<file path="src/pkg/rmsl_pkg.sv">
// Purpose: Shared constants for the radio modem serial link controller
// Assumes: 100 MHz system clock, word-indexed register port
// Notes:   Register addresses are word indices on the plain register port
package rmsl_pkg;

    localparam int          ADDR_W          = 6;
    localparam int          DATA_W          = 16;

    // Timing
    localparam int          CLK_HZ          = 100_000_000;
    localparam int          PRE_STEP_MS     = 1;
    localparam int          RTS_STEP_MS     = 20;
    localparam int          PRE_STEP_CYC    = CLK_HZ / 1000 * PRE_STEP_MS;
    localparam int          RTS_STEP_CYC    = CLK_HZ / 1000 * RTS_STEP_MS;
    localparam int          BAUD_DEFAULT    = 19200;
    localparam logic [15:0] BAUD_DIV_RST    = 16'(CLK_HZ / BAUD_DEFAULT);

    // Register indices
    localparam logic [5:0]  REG_CONFIG      = 6'h00;
    localparam logic [5:0]  REG_NODE_ADDR   = 6'h01;
    localparam logic [5:0]  REG_BAUD_DIV    = 6'h02;
    localparam logic [5:0]  REG_FWD_FILE    = 6'h03;
    localparam logic [5:0]  REG_PRE_DELAY   = 6'h04;
    localparam logic [5:0]  REG_RTS_ON      = 6'h05;
    localparam logic [5:0]  REG_RTS_OFF     = 6'h06;
    localparam logic [5:0]  REG_INT_STATUS  = 6'h07;
    localparam logic [5:0]  REG_INT_MASK    = 6'h08;
    localparam logic [5:0]  REG_LINE_STATUS = 6'h09;
    localparam logic [5:0]  REG_UNDELIVERED = 6'h0C;
    localparam logic [5:0]  REG_RETRY_SENT  = 6'h0D;
    localparam logic [5:0]  REG_BAD_PACKET  = 6'h10;
    localparam logic [5:0]  REG_DUPLICATE   = 6'h12;
    localparam logic [5:0]  REG_FWD_TABLE   = 6'h20;

    // Config fields
    localparam int          CFG_PARITY_BIT  = 0;
    localparam int          CFG_CRC_BIT     = 1;
    localparam int          CFG_MODE_LSB    = 2;
    localparam logic [15:0] CONFIG_RST      = 16'h0002;

    // Control line modes
    localparam logic [1:0]  MODE_NONE       = 2'h0;
    localparam logic [1:0]  MODE_RTS_CTS    = 2'h1;
    localparam logic [1:0]  MODE_DCD        = 2'h2;

    // Line status bits
    localparam int          LS_CTS_BIT      = 0;
    localparam int          LS_RTS_BIT      = 1;
    localparam int          LS_DCD_BIT      = 3;

    // Interrupt status bits
    localparam int          INT_BAD_BIT     = 0;
    localparam int          INT_DUP_BIT     = 1;
    localparam int          INT_UNDEL_BIT   = 2;
    localparam int          INT_RETRY_BIT   = 3;
    localparam int          INT_W           = 4;

    // Addresses and checks
    localparam logic [7:0]  NODE_ADDR_RST   = 8'h01;
    localparam logic [7:0]  BROADCAST_ADDR  = 8'hFF;
    localparam logic [7:0]  FWD_FILE_MIN    = 8'h09;
    localparam logic [15:0] CRC_POLY        = 16'hA001;
    localparam logic [15:0] SIG_SEED        = 16'hFFFF;
    localparam logic [3:0]  HDR_BYTES       = 4'h2;

    typedef enum {
        ST_IDLE,
        ST_PRE,
        ST_RTS_ON,
        ST_SEND,
        ST_RTS_OFF
    } rmsl_state_t;

endpackage

</file>
<file path="src/rmsl_link.sv">
// Purpose: Radio modem link layer: handshake timing, packet checks, counters
// Assumes: External UART delivers bytes and takes baud/parity settings
// Notes:   Packet bytes are DST, SRC, body, then check bytes
//
// The strobed register port was chosen for this implementation.
`timescale 1ns/1ns
module rmsl_link
    import rmsl_pkg::*;
#(
    parameter int PRE_CYC = PRE_STEP_CYC,
    parameter int RTS_CYC = RTS_STEP_CYC,
    parameter bit HAS_DCD = 1'b1
) (
    input  wire logic                       clk,
    input  wire logic                       arst_n,
    input  wire logic [rmsl_pkg::ADDR_W-1:0] regAddr,
    input  wire logic [rmsl_pkg::DATA_W-1:0] regWrData,
    input  wire logic                       regWrStrobe,
    input  wire logic                       regRdStrobe,
    output logic      [rmsl_pkg::DATA_W-1:0] regRdData,
    output logic                            irq,
    input  wire logic                       ctsIn,
    input  wire logic                       dcdIn,
    output logic                            rtsOut,
    output logic      [15:0]                baudDiv,
    output logic                            parityEven,
    input  wire logic                       txReq,
    input  wire logic                       txRetry,
    output logic                            txGo,
    input  wire logic                       txDone,
    input  wire logic                       txNoAck,
    input  wire logic [7:0]                 rxByte,
    input  wire logic                       rxValid,
    input  wire logic                       rxParErr,
    input  wire logic                       rxEnd,
    output logic                            rxAck,
    output logic                            rxDeliver,
    output logic                            rxForward
);
    import rmsl_pkg::*;

    generate
        if (PRE_CYC < 1 || RTS_CYC < 1) begin : g_bad_step
            $error("Step lengths must be at least one cycle");
        end
    endgenerate

    function automatic logic [15:0] crcStep(input logic [15:0] c, input logic [7:0] b);
        logic [15:0] v;
        v = c ^ {8'h00, b};
        for (int i = 0; i < 8; i++) begin
            v = v[0] ? ((v >> 1) ^ CRC_POLY) : (v >> 1);
        end
        return v;
    endfunction

    // Configuration, status and counter registers
    logic [15:0]    config_r;
    logic [7:0]     nodeAddr_r;
    logic [15:0]    baudDiv_r;
    logic [7:0]     fwdFile_r;
    logic [7:0]     preDelay_r;
    logic [7:0]     rtsOnDelay_r;
    logic [7:0]     rtsOffDelay_r;
    logic [255:0]   fwdTable_r;
    logic [INT_W-1:0] intStatus_r;
    logic [INT_W-1:0] intMask_r;
    logic [15:0]    undelCnt_r;
    logic [15:0]    retryCnt_r;
    logic [15:0]    badCnt_r;
    logic [15:0]    dupCnt_r;
    logic [15:0]    rdData_r;

    logic [1:0]     mode;
    logic           crcSel;
    logic           fwdEnable;
    logic           wrHit;

    assign mode      = config_r[CFG_MODE_LSB +: 2];
    assign crcSel    = config_r[CFG_CRC_BIT];
    assign fwdEnable = (fwdFile_r != 8'h00);
    assign wrHit     = regWrStrobe;

    always_ff @(posedge clk or negedge arst_n) begin
        if (!arst_n) begin
            config_r      <= CONFIG_RST;
            nodeAddr_r    <= NODE_ADDR_RST;
            baudDiv_r     <= BAUD_DIV_RST;
            fwdFile_r     <= 8'h00;
            preDelay_r    <= 8'h00;
            rtsOnDelay_r  <= 8'h00;
            rtsOffDelay_r <= 8'h00;
            intMask_r     <= '0;
            fwdTable_r    <= '0;
        end else if (wrHit) begin
            case (regAddr)
                REG_CONFIG: begin
                    config_r <= {12'h000, regWrData[3:0]};
                end
                REG_NODE_ADDR: begin
                    if (regWrData[7:0] != BROADCAST_ADDR) begin
                        nodeAddr_r <= regWrData[7:0];
                    end
                end
                REG_BAUD_DIV: begin
                    if (regWrData != 16'h0000) begin
                        baudDiv_r <= regWrData;
                    end
                end
                REG_FWD_FILE: begin
                    if (regWrData[7:0] == 8'h00 || regWrData[7:0] >= FWD_FILE_MIN) begin
                        fwdFile_r <= regWrData[7:0];
                    end
                end
                REG_PRE_DELAY: preDelay_r    <= regWrData[7:0];
                REG_RTS_ON:    rtsOnDelay_r  <= regWrData[7:0];
                REG_RTS_OFF:   rtsOffDelay_r <= regWrData[7:0];
                REG_INT_MASK:  intMask_r     <= regWrData[INT_W-1:0];
                default: begin
                    if (regAddr[5:4] == REG_FWD_TABLE[5:4]) begin
                        fwdTable_r[{regAddr[3:0], 4'h0} +: 16] <= regWrData;
                    end
                end
            endcase
        end
    end

    assign baudDiv    = baudDiv_r;
    assign parityEven = config_r[CFG_PARITY_BIT];

    // Handshake line synchronisers
    logic [2:0]     ctsSync_r;
    logic [2:0]     dcdSync_r;
    logic           ctsLvl_r;
    logic           dcdLvl_r;

    always_ff @(posedge clk or negedge arst_n) begin
        if (!arst_n) begin
            ctsSync_r <= 3'h0;
            dcdSync_r <= 3'h0;
            ctsLvl_r  <= 1'b0;
            dcdLvl_r  <= 1'b0;
        end else begin
            ctsSync_r <= {ctsSync_r[1:0], ctsIn};
            dcdSync_r <= {dcdSync_r[1:0], dcdIn};
            if (ctsSync_r[1] == ctsSync_r[2]) begin
                ctsLvl_r <= ctsSync_r[2];
            end
            if (dcdSync_r[1] == dcdSync_r[2]) begin
                dcdLvl_r <= dcdSync_r[2] & HAS_DCD;
            end
        end
    end

    // Transmit sequencing
    rmsl_state_t    state_r;
    rmsl_state_t    state_nxt;
    logic [31:0]    tickCnt_r;
    logic [7:0]     stepCnt_r;
    logic           rts_r;
    logic           clearOk;
    logic           stepDone;
    logic [31:0]    stepLen;
    logic           hsMode;

    assign hsMode  = (mode == MODE_RTS_CTS) || (mode == MODE_DCD);
    assign clearOk = (mode == MODE_RTS_CTS) ? ctsLvl_r :
                     (mode == MODE_DCD)     ? !dcdLvl_r : 1'b1;
    assign stepLen = (state_r == ST_PRE) ? 32'(PRE_CYC) : 32'(RTS_CYC);

    always_comb begin
        stepDone = 1'b0;
        case (state_r)
            ST_PRE:     stepDone = (stepCnt_r >= preDelay_r);
            ST_RTS_ON:  stepDone = (stepCnt_r >= rtsOnDelay_r);
            ST_RTS_OFF: stepDone = (stepCnt_r >= rtsOffDelay_r);
            default:    stepDone = 1'b0;
        endcase
    end

    always_comb begin
        state_nxt = state_r;
        case (state_r)
            ST_IDLE: begin
                if (txReq) begin
                    state_nxt = ST_PRE;
                end
            end
            ST_PRE: begin
                if (stepDone) begin
                    state_nxt = hsMode ? ST_RTS_ON : ST_SEND;
                end
            end
            ST_RTS_ON: begin
                if (stepDone) begin
                    state_nxt = ST_SEND;
                end
            end
            ST_SEND: begin
                if (txDone) begin
                    state_nxt = hsMode ? ST_RTS_OFF : ST_IDLE;
                end
            end
            ST_RTS_OFF: begin
                if (stepDone) begin
                    state_nxt = ST_IDLE;
                end
            end
            default: state_nxt = ST_IDLE;
        endcase
    end

    always_ff @(posedge clk or negedge arst_n) begin
        if (!arst_n) begin
            state_r   <= ST_IDLE;
            tickCnt_r <= 32'h0000_0000;
            stepCnt_r <= 8'h00;
        end else begin
            state_r <= state_nxt;
            if (state_nxt != state_r) begin
                tickCnt_r <= 32'h0000_0000;
                stepCnt_r <= 8'h00;
            end else if (tickCnt_r >= stepLen - 32'h1) begin
                tickCnt_r <= 32'h0000_0000;
                if (stepCnt_r != 8'hFF) begin
                    stepCnt_r <= stepCnt_r + 8'h01;
                end
            end else begin
                tickCnt_r <= tickCnt_r + 32'h1;
            end
        end
    end

    always_ff @(posedge clk or negedge arst_n) begin
        if (!arst_n) begin
            rts_r <= 1'b0;
        end else begin
            rts_r <= hsMode && (state_nxt == ST_RTS_ON || state_nxt == ST_SEND ||
                                state_nxt == ST_RTS_OFF);
        end
    end

    assign rtsOut = rts_r;
    assign txGo   = (state_r == ST_SEND) && clearOk;

    // Receive checks
    logic [15:0]    crc_r;
    logic [15:0]    sig_r;
    logic [7:0]     sum_r;
    logic [3:0]     byteIdx_r;
    logic [7:0]     dst_r;
    logic [7:0]     src_r;
    logic           parErr_r;
    logic [15:0]    prevSig_r;
    logic           prevValid_r;
    logic           chkOk;
    logic           lenOk;
    logic           pktGood;
    logic           pktBad;
    logic           pktDup;
    logic           forMe;
    logic           fwdOk;
    logic           rxAck_r;
    logic           rxDeliver_r;
    logic           rxForward_r;

    assign chkOk   = crcSel ? (crc_r == 16'h0000) : (sum_r == 8'h00);
    assign lenOk   = byteIdx_r >= (HDR_BYTES + (crcSel ? 4'h2 : 4'h1));
    assign pktGood = rxEnd && chkOk && lenOk && !parErr_r;
    assign pktBad  = rxEnd && !(chkOk && lenOk && !parErr_r);
    assign pktDup  = pktGood && prevValid_r && (sig_r == prevSig_r);
    assign forMe   = (dst_r == nodeAddr_r) || (dst_r == BROADCAST_ADDR);
    assign fwdOk   = fwdEnable && (dst_r != nodeAddr_r) && (src_r != nodeAddr_r) &&
                     fwdTable_r[dst_r] && fwdTable_r[src_r];

    always_ff @(posedge clk or negedge arst_n) begin
        if (!arst_n) begin
            crc_r     <= 16'h0000;
            sig_r     <= SIG_SEED;
            sum_r     <= 8'h00;
            byteIdx_r <= 4'h0;
            dst_r     <= 8'h00;
            src_r     <= 8'h00;
            parErr_r  <= 1'b0;
        end else if (rxEnd) begin
            crc_r     <= 16'h0000;
            sig_r     <= SIG_SEED;
            sum_r     <= 8'h00;
            byteIdx_r <= 4'h0;
            parErr_r  <= 1'b0;
        end else if (rxValid) begin
            crc_r    <= crcStep(crc_r, rxByte);
            sig_r    <= crcStep(sig_r, rxByte);
            sum_r    <= sum_r + rxByte;
            parErr_r <= parErr_r | rxParErr;
            if (byteIdx_r != 4'hF) begin
                byteIdx_r <= byteIdx_r + 4'h1;
            end
            if (byteIdx_r == 4'h0) begin
                dst_r <= rxByte;
            end
            if (byteIdx_r == 4'h1) begin
                src_r <= rxByte;
            end
        end
    end

    always_ff @(posedge clk or negedge arst_n) begin
        if (!arst_n) begin
            prevSig_r   <= 16'h0000;
            prevValid_r <= 1'b0;
        end else if (pktGood) begin
            prevSig_r   <= sig_r;
            prevValid_r <= 1'b1;
        end
    end

    always_ff @(posedge clk or negedge arst_n) begin
        if (!arst_n) begin
            rxAck_r     <= 1'b0;
            rxDeliver_r <= 1'b0;
            rxForward_r <= 1'b0;
        end else begin
            rxAck_r     <= pktGood && (dst_r == nodeAddr_r);
            rxDeliver_r <= pktGood && !pktDup && forMe;
            rxForward_r <= pktGood && !pktDup && fwdOk;
        end
    end

    assign rxAck     = rxAck_r;
    assign rxDeliver = rxDeliver_r;
    assign rxForward = rxForward_r;

    // Diagnostic counters
    logic           retryEv;
    assign retryEv = (state_r == ST_IDLE) && txReq && txRetry;

    always_ff @(posedge clk or negedge arst_n) begin
        if (!arst_n) begin
            undelCnt_r <= 16'h0000;
            retryCnt_r <= 16'h0000;
            badCnt_r   <= 16'h0000;
            dupCnt_r   <= 16'h0000;
        end else begin
            if (retryEv) begin
                retryCnt_r <= retryCnt_r + 16'h0001;
            end
            if (txNoAck) begin
                undelCnt_r <= undelCnt_r + 16'h0001;
            end
            if (pktBad) begin
                badCnt_r <= badCnt_r + 16'h0001;
            end
            if (pktDup) begin
                dupCnt_r <= dupCnt_r + 16'h0001;
            end
        end
    end

    // Interrupt status, set wins over clear
    logic [INT_W-1:0] intSet;
    logic [INT_W-1:0] intClr;

    always_comb begin
        intSet = '0;
        intSet[INT_BAD_BIT]   = pktBad;
        intSet[INT_DUP_BIT]   = pktDup;
        intSet[INT_UNDEL_BIT] = txNoAck;
        intSet[INT_RETRY_BIT] = retryEv;
    end

    assign intClr = (wrHit && regAddr == REG_INT_STATUS) ? regWrData[INT_W-1:0] : '0;

    always_ff @(posedge clk or negedge arst_n) begin
        if (!arst_n) begin
            intStatus_r <= '0;
        end else begin
            intStatus_r <= (intStatus_r & ~intClr) | intSet;
        end
    end

    assign irq = |(intStatus_r & intMask_r);

    // Register read
    logic [15:0]    lineStatus;
    logic [15:0]    rdMux;

    always_comb begin
        lineStatus = 16'h0000;
        lineStatus[LS_CTS_BIT] = ctsLvl_r;
        lineStatus[LS_RTS_BIT] = rts_r;
        lineStatus[LS_DCD_BIT] = dcdLvl_r;
    end

    always_comb begin
        rdMux = 16'h0000;
        case (regAddr)
            REG_CONFIG:      rdMux = config_r;
            REG_NODE_ADDR:   rdMux = {8'h00, nodeAddr_r};
            REG_BAUD_DIV:    rdMux = baudDiv_r;
            REG_FWD_FILE:    rdMux = {8'h00, fwdFile_r};
            REG_PRE_DELAY:   rdMux = {8'h00, preDelay_r};
            REG_RTS_ON:      rdMux = {8'h00, rtsOnDelay_r};
            REG_RTS_OFF:     rdMux = {8'h00, rtsOffDelay_r};
            REG_INT_STATUS:  rdMux = {12'h000, intStatus_r};
            REG_INT_MASK:    rdMux = {12'h000, intMask_r};
            REG_LINE_STATUS: rdMux = lineStatus;
            REG_UNDELIVERED: rdMux = undelCnt_r;
            REG_RETRY_SENT:  rdMux = retryCnt_r;
            REG_BAD_PACKET:  rdMux = badCnt_r;
            REG_DUPLICATE:   rdMux = dupCnt_r;
            default: begin
                if (regAddr[5:4] == REG_FWD_TABLE[5:4]) begin
                    rdMux = fwdTable_r[{regAddr[3:0], 4'h0} +: 16];
                end
            end
        endcase
    end

    always_ff @(posedge clk or negedge arst_n) begin
        if (!arst_n) begin
            rdData_r <= 16'h0000;
        end else if (regRdStrobe) begin
            rdData_r <= rdMux;
        end else begin
            rdData_r <= 16'h0000;
        end
    end

    assign regRdData = rdData_r;

endmodule // rmsl_link

</file>
<file path="config.mk">
export PLATFORM = sky130hd
export DESIGN_NAME = rmsl_link
export DESIGN_NICKNAME = d
export VERILOG_FILES = /design/src/pkg/rmsl_pkg.sv /design/src/rmsl_link.sv
export SDC_FILE = /design/constraint.sdc
export NUM_CORES = 1
export LEC_CHECK = 0
export BUFFER_PORTS_ARGS = -buffer_cell sky130_fd_sc_hd__buf_2
export CAP_MARGIN = 15
export CORE_MARGIN = 2
export CORE_UTILIZATION = 50
export DETAILED_ROUTE_END_ITERATION = 16
export PLACE_DENSITY_LB_ADDON = 0.25
export SYNTH_ARGS = -nofsm -noshare
export SYNTH_HDL_FRONTEND = slang
export SYNTH_SLANG_ARGS = --single-unit
</file>
<file path="constraint.sdc">
create_clock -name clk -period 3.9 [get_ports clk]
set_input_delay 0.195 -clock clk [delete_from_list [all_inputs] [get_ports clk]]
set_output_delay 0.195 -clock clk [all_outputs]
set_load 0.01 [all_outputs]
</file>
==> results.toml <==
[sta]
hold_viol_final = 0
finalWorstSetupSlack_ns = 0.498
tightest_slew_ns = 1.05
skew_ns = 0.0226
setup_viol = 0
hold_slack_ns = 0.0269
period_needed_ns = 3.40
rsz0062_at_grt = "false"
period_share_pct = 87.2
maxSlewHeadroom_pct = 29.8
slew_violations = 0
fin_setup_tns_ns = 0
fmax_mhz = 294

[setup_path]
start_kind = "register"
rr_startpoint = "state_r[13]$_DFF_PN0_"
crit_path_max_fanout = 8
cp.required_ns = 4.40
r2r_slack_ns = 0.50
reg2reg_depth = 14
r2r-end = "stepCnt_r[5]$_DFFE_PN0P_"
worst_ep_arrival_time_ns = 3.90
crit_end = "stepCnt_r[5]$_DFFE_PN0P_"
cp-end-kind = "register"
startpoint = "state_r[13]$_DFF_PN0_"
worst-setup-path-type = "reg2reg"

[clock_network]
numClockSinks = 566
cts-root-buf = "clkbuf_16"
cts_tree = "done"
clk_path_buf_depth = 3
path_clk_slew_ns = 0.06
insertion_delay_ns = 0.64
htreeDepth = 2
cts_buffers = 60
postCtsSetupBuffers = 0

[power]
irDropWorstVdd_mv = 0.332
finalPower_uw = 16800
p_leak_uw = 0.0147
power_per_cell_area_nw_per_um2 = 490

[outcome]
status = "finished, final reports clean"

[drt]
vias = 23300
dr_wl_met2_mm = 42.5
ant_nets = 0
drt_iter0_drc = 2915
post_drt_wl_per_cell_um = 26.7
wl_met1_mm = 38.8
routed_wl_mm = 96.2
met3_length_mm = 10.7
dr.pass1.iters = 8
top_layer = "met5"
drt-vias-per-instance = 6.49
drc = 0

[placed_design]
numPortBuffers = 81
post-place-cells = 3470
place.gp.congestion = 1.04
post-place-ws_ns = 0.378
dp_hpwl_mm = 68.8

[floorplanning]
fp.dieArea_um2 = 63500
core_um2 = 60600
die_x_um = 252
io_pins = 82
die_h_um = 252
num_rows = 90
initial_core_util_pct = 50.7

[synthesis]
synth_top_area_share_pct = 44.2
syn_inst = 2694
synth.distinct_cells = 72
synthArstFlopShare_pct = 100
yosysWarnings = 0
ys_ff_latch = 566
synth.area.top_cells = "dfrtp_1, mux4_2, mux2_2"
synth-edff-count = 0
synth_top_cell_by_area = "dfrtp_1"
syn_area_um2 = 30700
avgSynthCellArea_um2 = 11.4
ys_seq_area_share_pct = 46.2
synth_top_cells_by_count = "dfrtp_1, nand2_1, mux4_2"
synthMostInstantiatedCell = "dfrtp_1"
ys.flop_type = "dfrtp_1"

[global_routing]
grt_max_degree = 101
grtUsageTotal_pct = 30.7
grt_pass1_vias = 22900
grt_antenna_before_repair = 7
grt_pass1_wl_mm = 147
grt_overflow_total = 0

[run]
maxCapViolations = 0

[final_layout]
area_growth_pct = 11.6
layout.nets = 2868
stdcell_count = 3597
drive_gt1_share_pct = 22.7

[hold_path]
hp-class = "in2reg"
## routing by layer
metal / track usage [%] / vias to the layer above
met5: 0 / -
met4: 11.8 / 12
met3: 7.30 / 232
met2: 45.7 / 1323
met1: 43.9 / 11800
li1: - / 10000
## worst min-delay path by stage
stage | from | end | slack (ns) | cells after the start
finish | rxByte[3] | src_r[3]$_DFFE_PN0P_ | 0.03 | 2
global route | rxByte[3] | src_r[3]$_DFFE_PN0P_ | 0.03 | 2
CTS | regWrStrobe | intStatus_r[2]$_DFF_PN0_ | 0.004 | 3
detailed placement | arst_n | fwdTable_r[118]$_DFFE_PN0P_ | 0.29 | 1
global placement | arst_n | fwdTable_r[101]$_DFFE_PN0P_ | 0.29 | 1
floorplan | arst_n | badCnt_r[0]$_DFFE_PN0P_ | -0.10 | 0
## power by group
part / total (uW) / internal [uW] / switching (uW)
clock: 5800 / 3390 / 2420
sequential: 7340 / 6460 / 883
combinational: 3670 / 1720 / 1950
total: 16800 / 11600 / 5250
## repair_timing
action,in CTS,in global routing
setup endpoints to repair,0,5
endpoints found under the hold margin,103,0
hold buffers,14,0
gates resized for setup,0,1
## cell type report
type | count | area (um2)
multi-input cells | 1933 | 15800
clock buffers | 87 | 1680
well taps | 782 | 978
diodes | 2 | 5.00
flip-flops and latches | 566 | 14200
fillers | 5087 | 26300
clock inverters | 22 | 290
inverters | 46 | 173
repair buffers | 159 | 1180
## cells in the final DEF (no fill, tap or decap), types with 73 or more instances in the layout
master | netlist | final
dfrtp_1 | 543 | 539
xor2_1 | 73 | 73
nand2_1 | 379 | 379
o21ai_0 | 184 | 183
nor2_1 | 143 | 142
mux2_2 | 169 | 169
xnor2_1 | 105 | 104
buf_2 | 28 | 79
mux4_2 | 196 | 196
nand3_1 | 94 | 94
## critical path: stages (launching register included)
cell	delay [ns]
dfrtp_1	0.36
nor4_1	0.31
nand4_1	0.23
nor3_2	0.32
nand3_1	0.22
inv_1	0.24
ha_1	0.28
a21o_1	0.16
a21oi_1	0.15
nor2_1	0.06
a211oi_1	0.29
a31oi_1	0.22
nand4_1	0.21
xor2_1	0.18
nor2_1	0.06
## flip-flops by register name, indices dropped and copies added, names as in the netlist, 16 cells and up
name,cells
prevSig_r,16
sig_r,16
fwdTable_r,256
dupCnt_r,16
baudDiv,16
retryCnt_r,16
tickCnt_r,32
crc_r,16
badCnt_r,16
undelCnt_r,16
regRdData,16
state_r,32
## logic make-up after synthesis
logic type / count (synthesis) / synth area share, %
buf+inv: 233 / 2.99
compound gates: 433 / 8.98
simple gates: 795 / 11.7
fa+ha+maj: 61 / 2.49
mux: 426 / 22.5
xor+xnor: 179 / 5.15
other cells: 1 / 0.0122
flops: 566 / 46.2
## stage by stage
stage	area, um2	util, %
floorplan	30900	-
global placement	32200	53.1
detailed placement	32200	53.1
CTS	34300	56.6
global route	34300	56.6
finish	34300	56.6
Power figures use the tool's default switching activity.
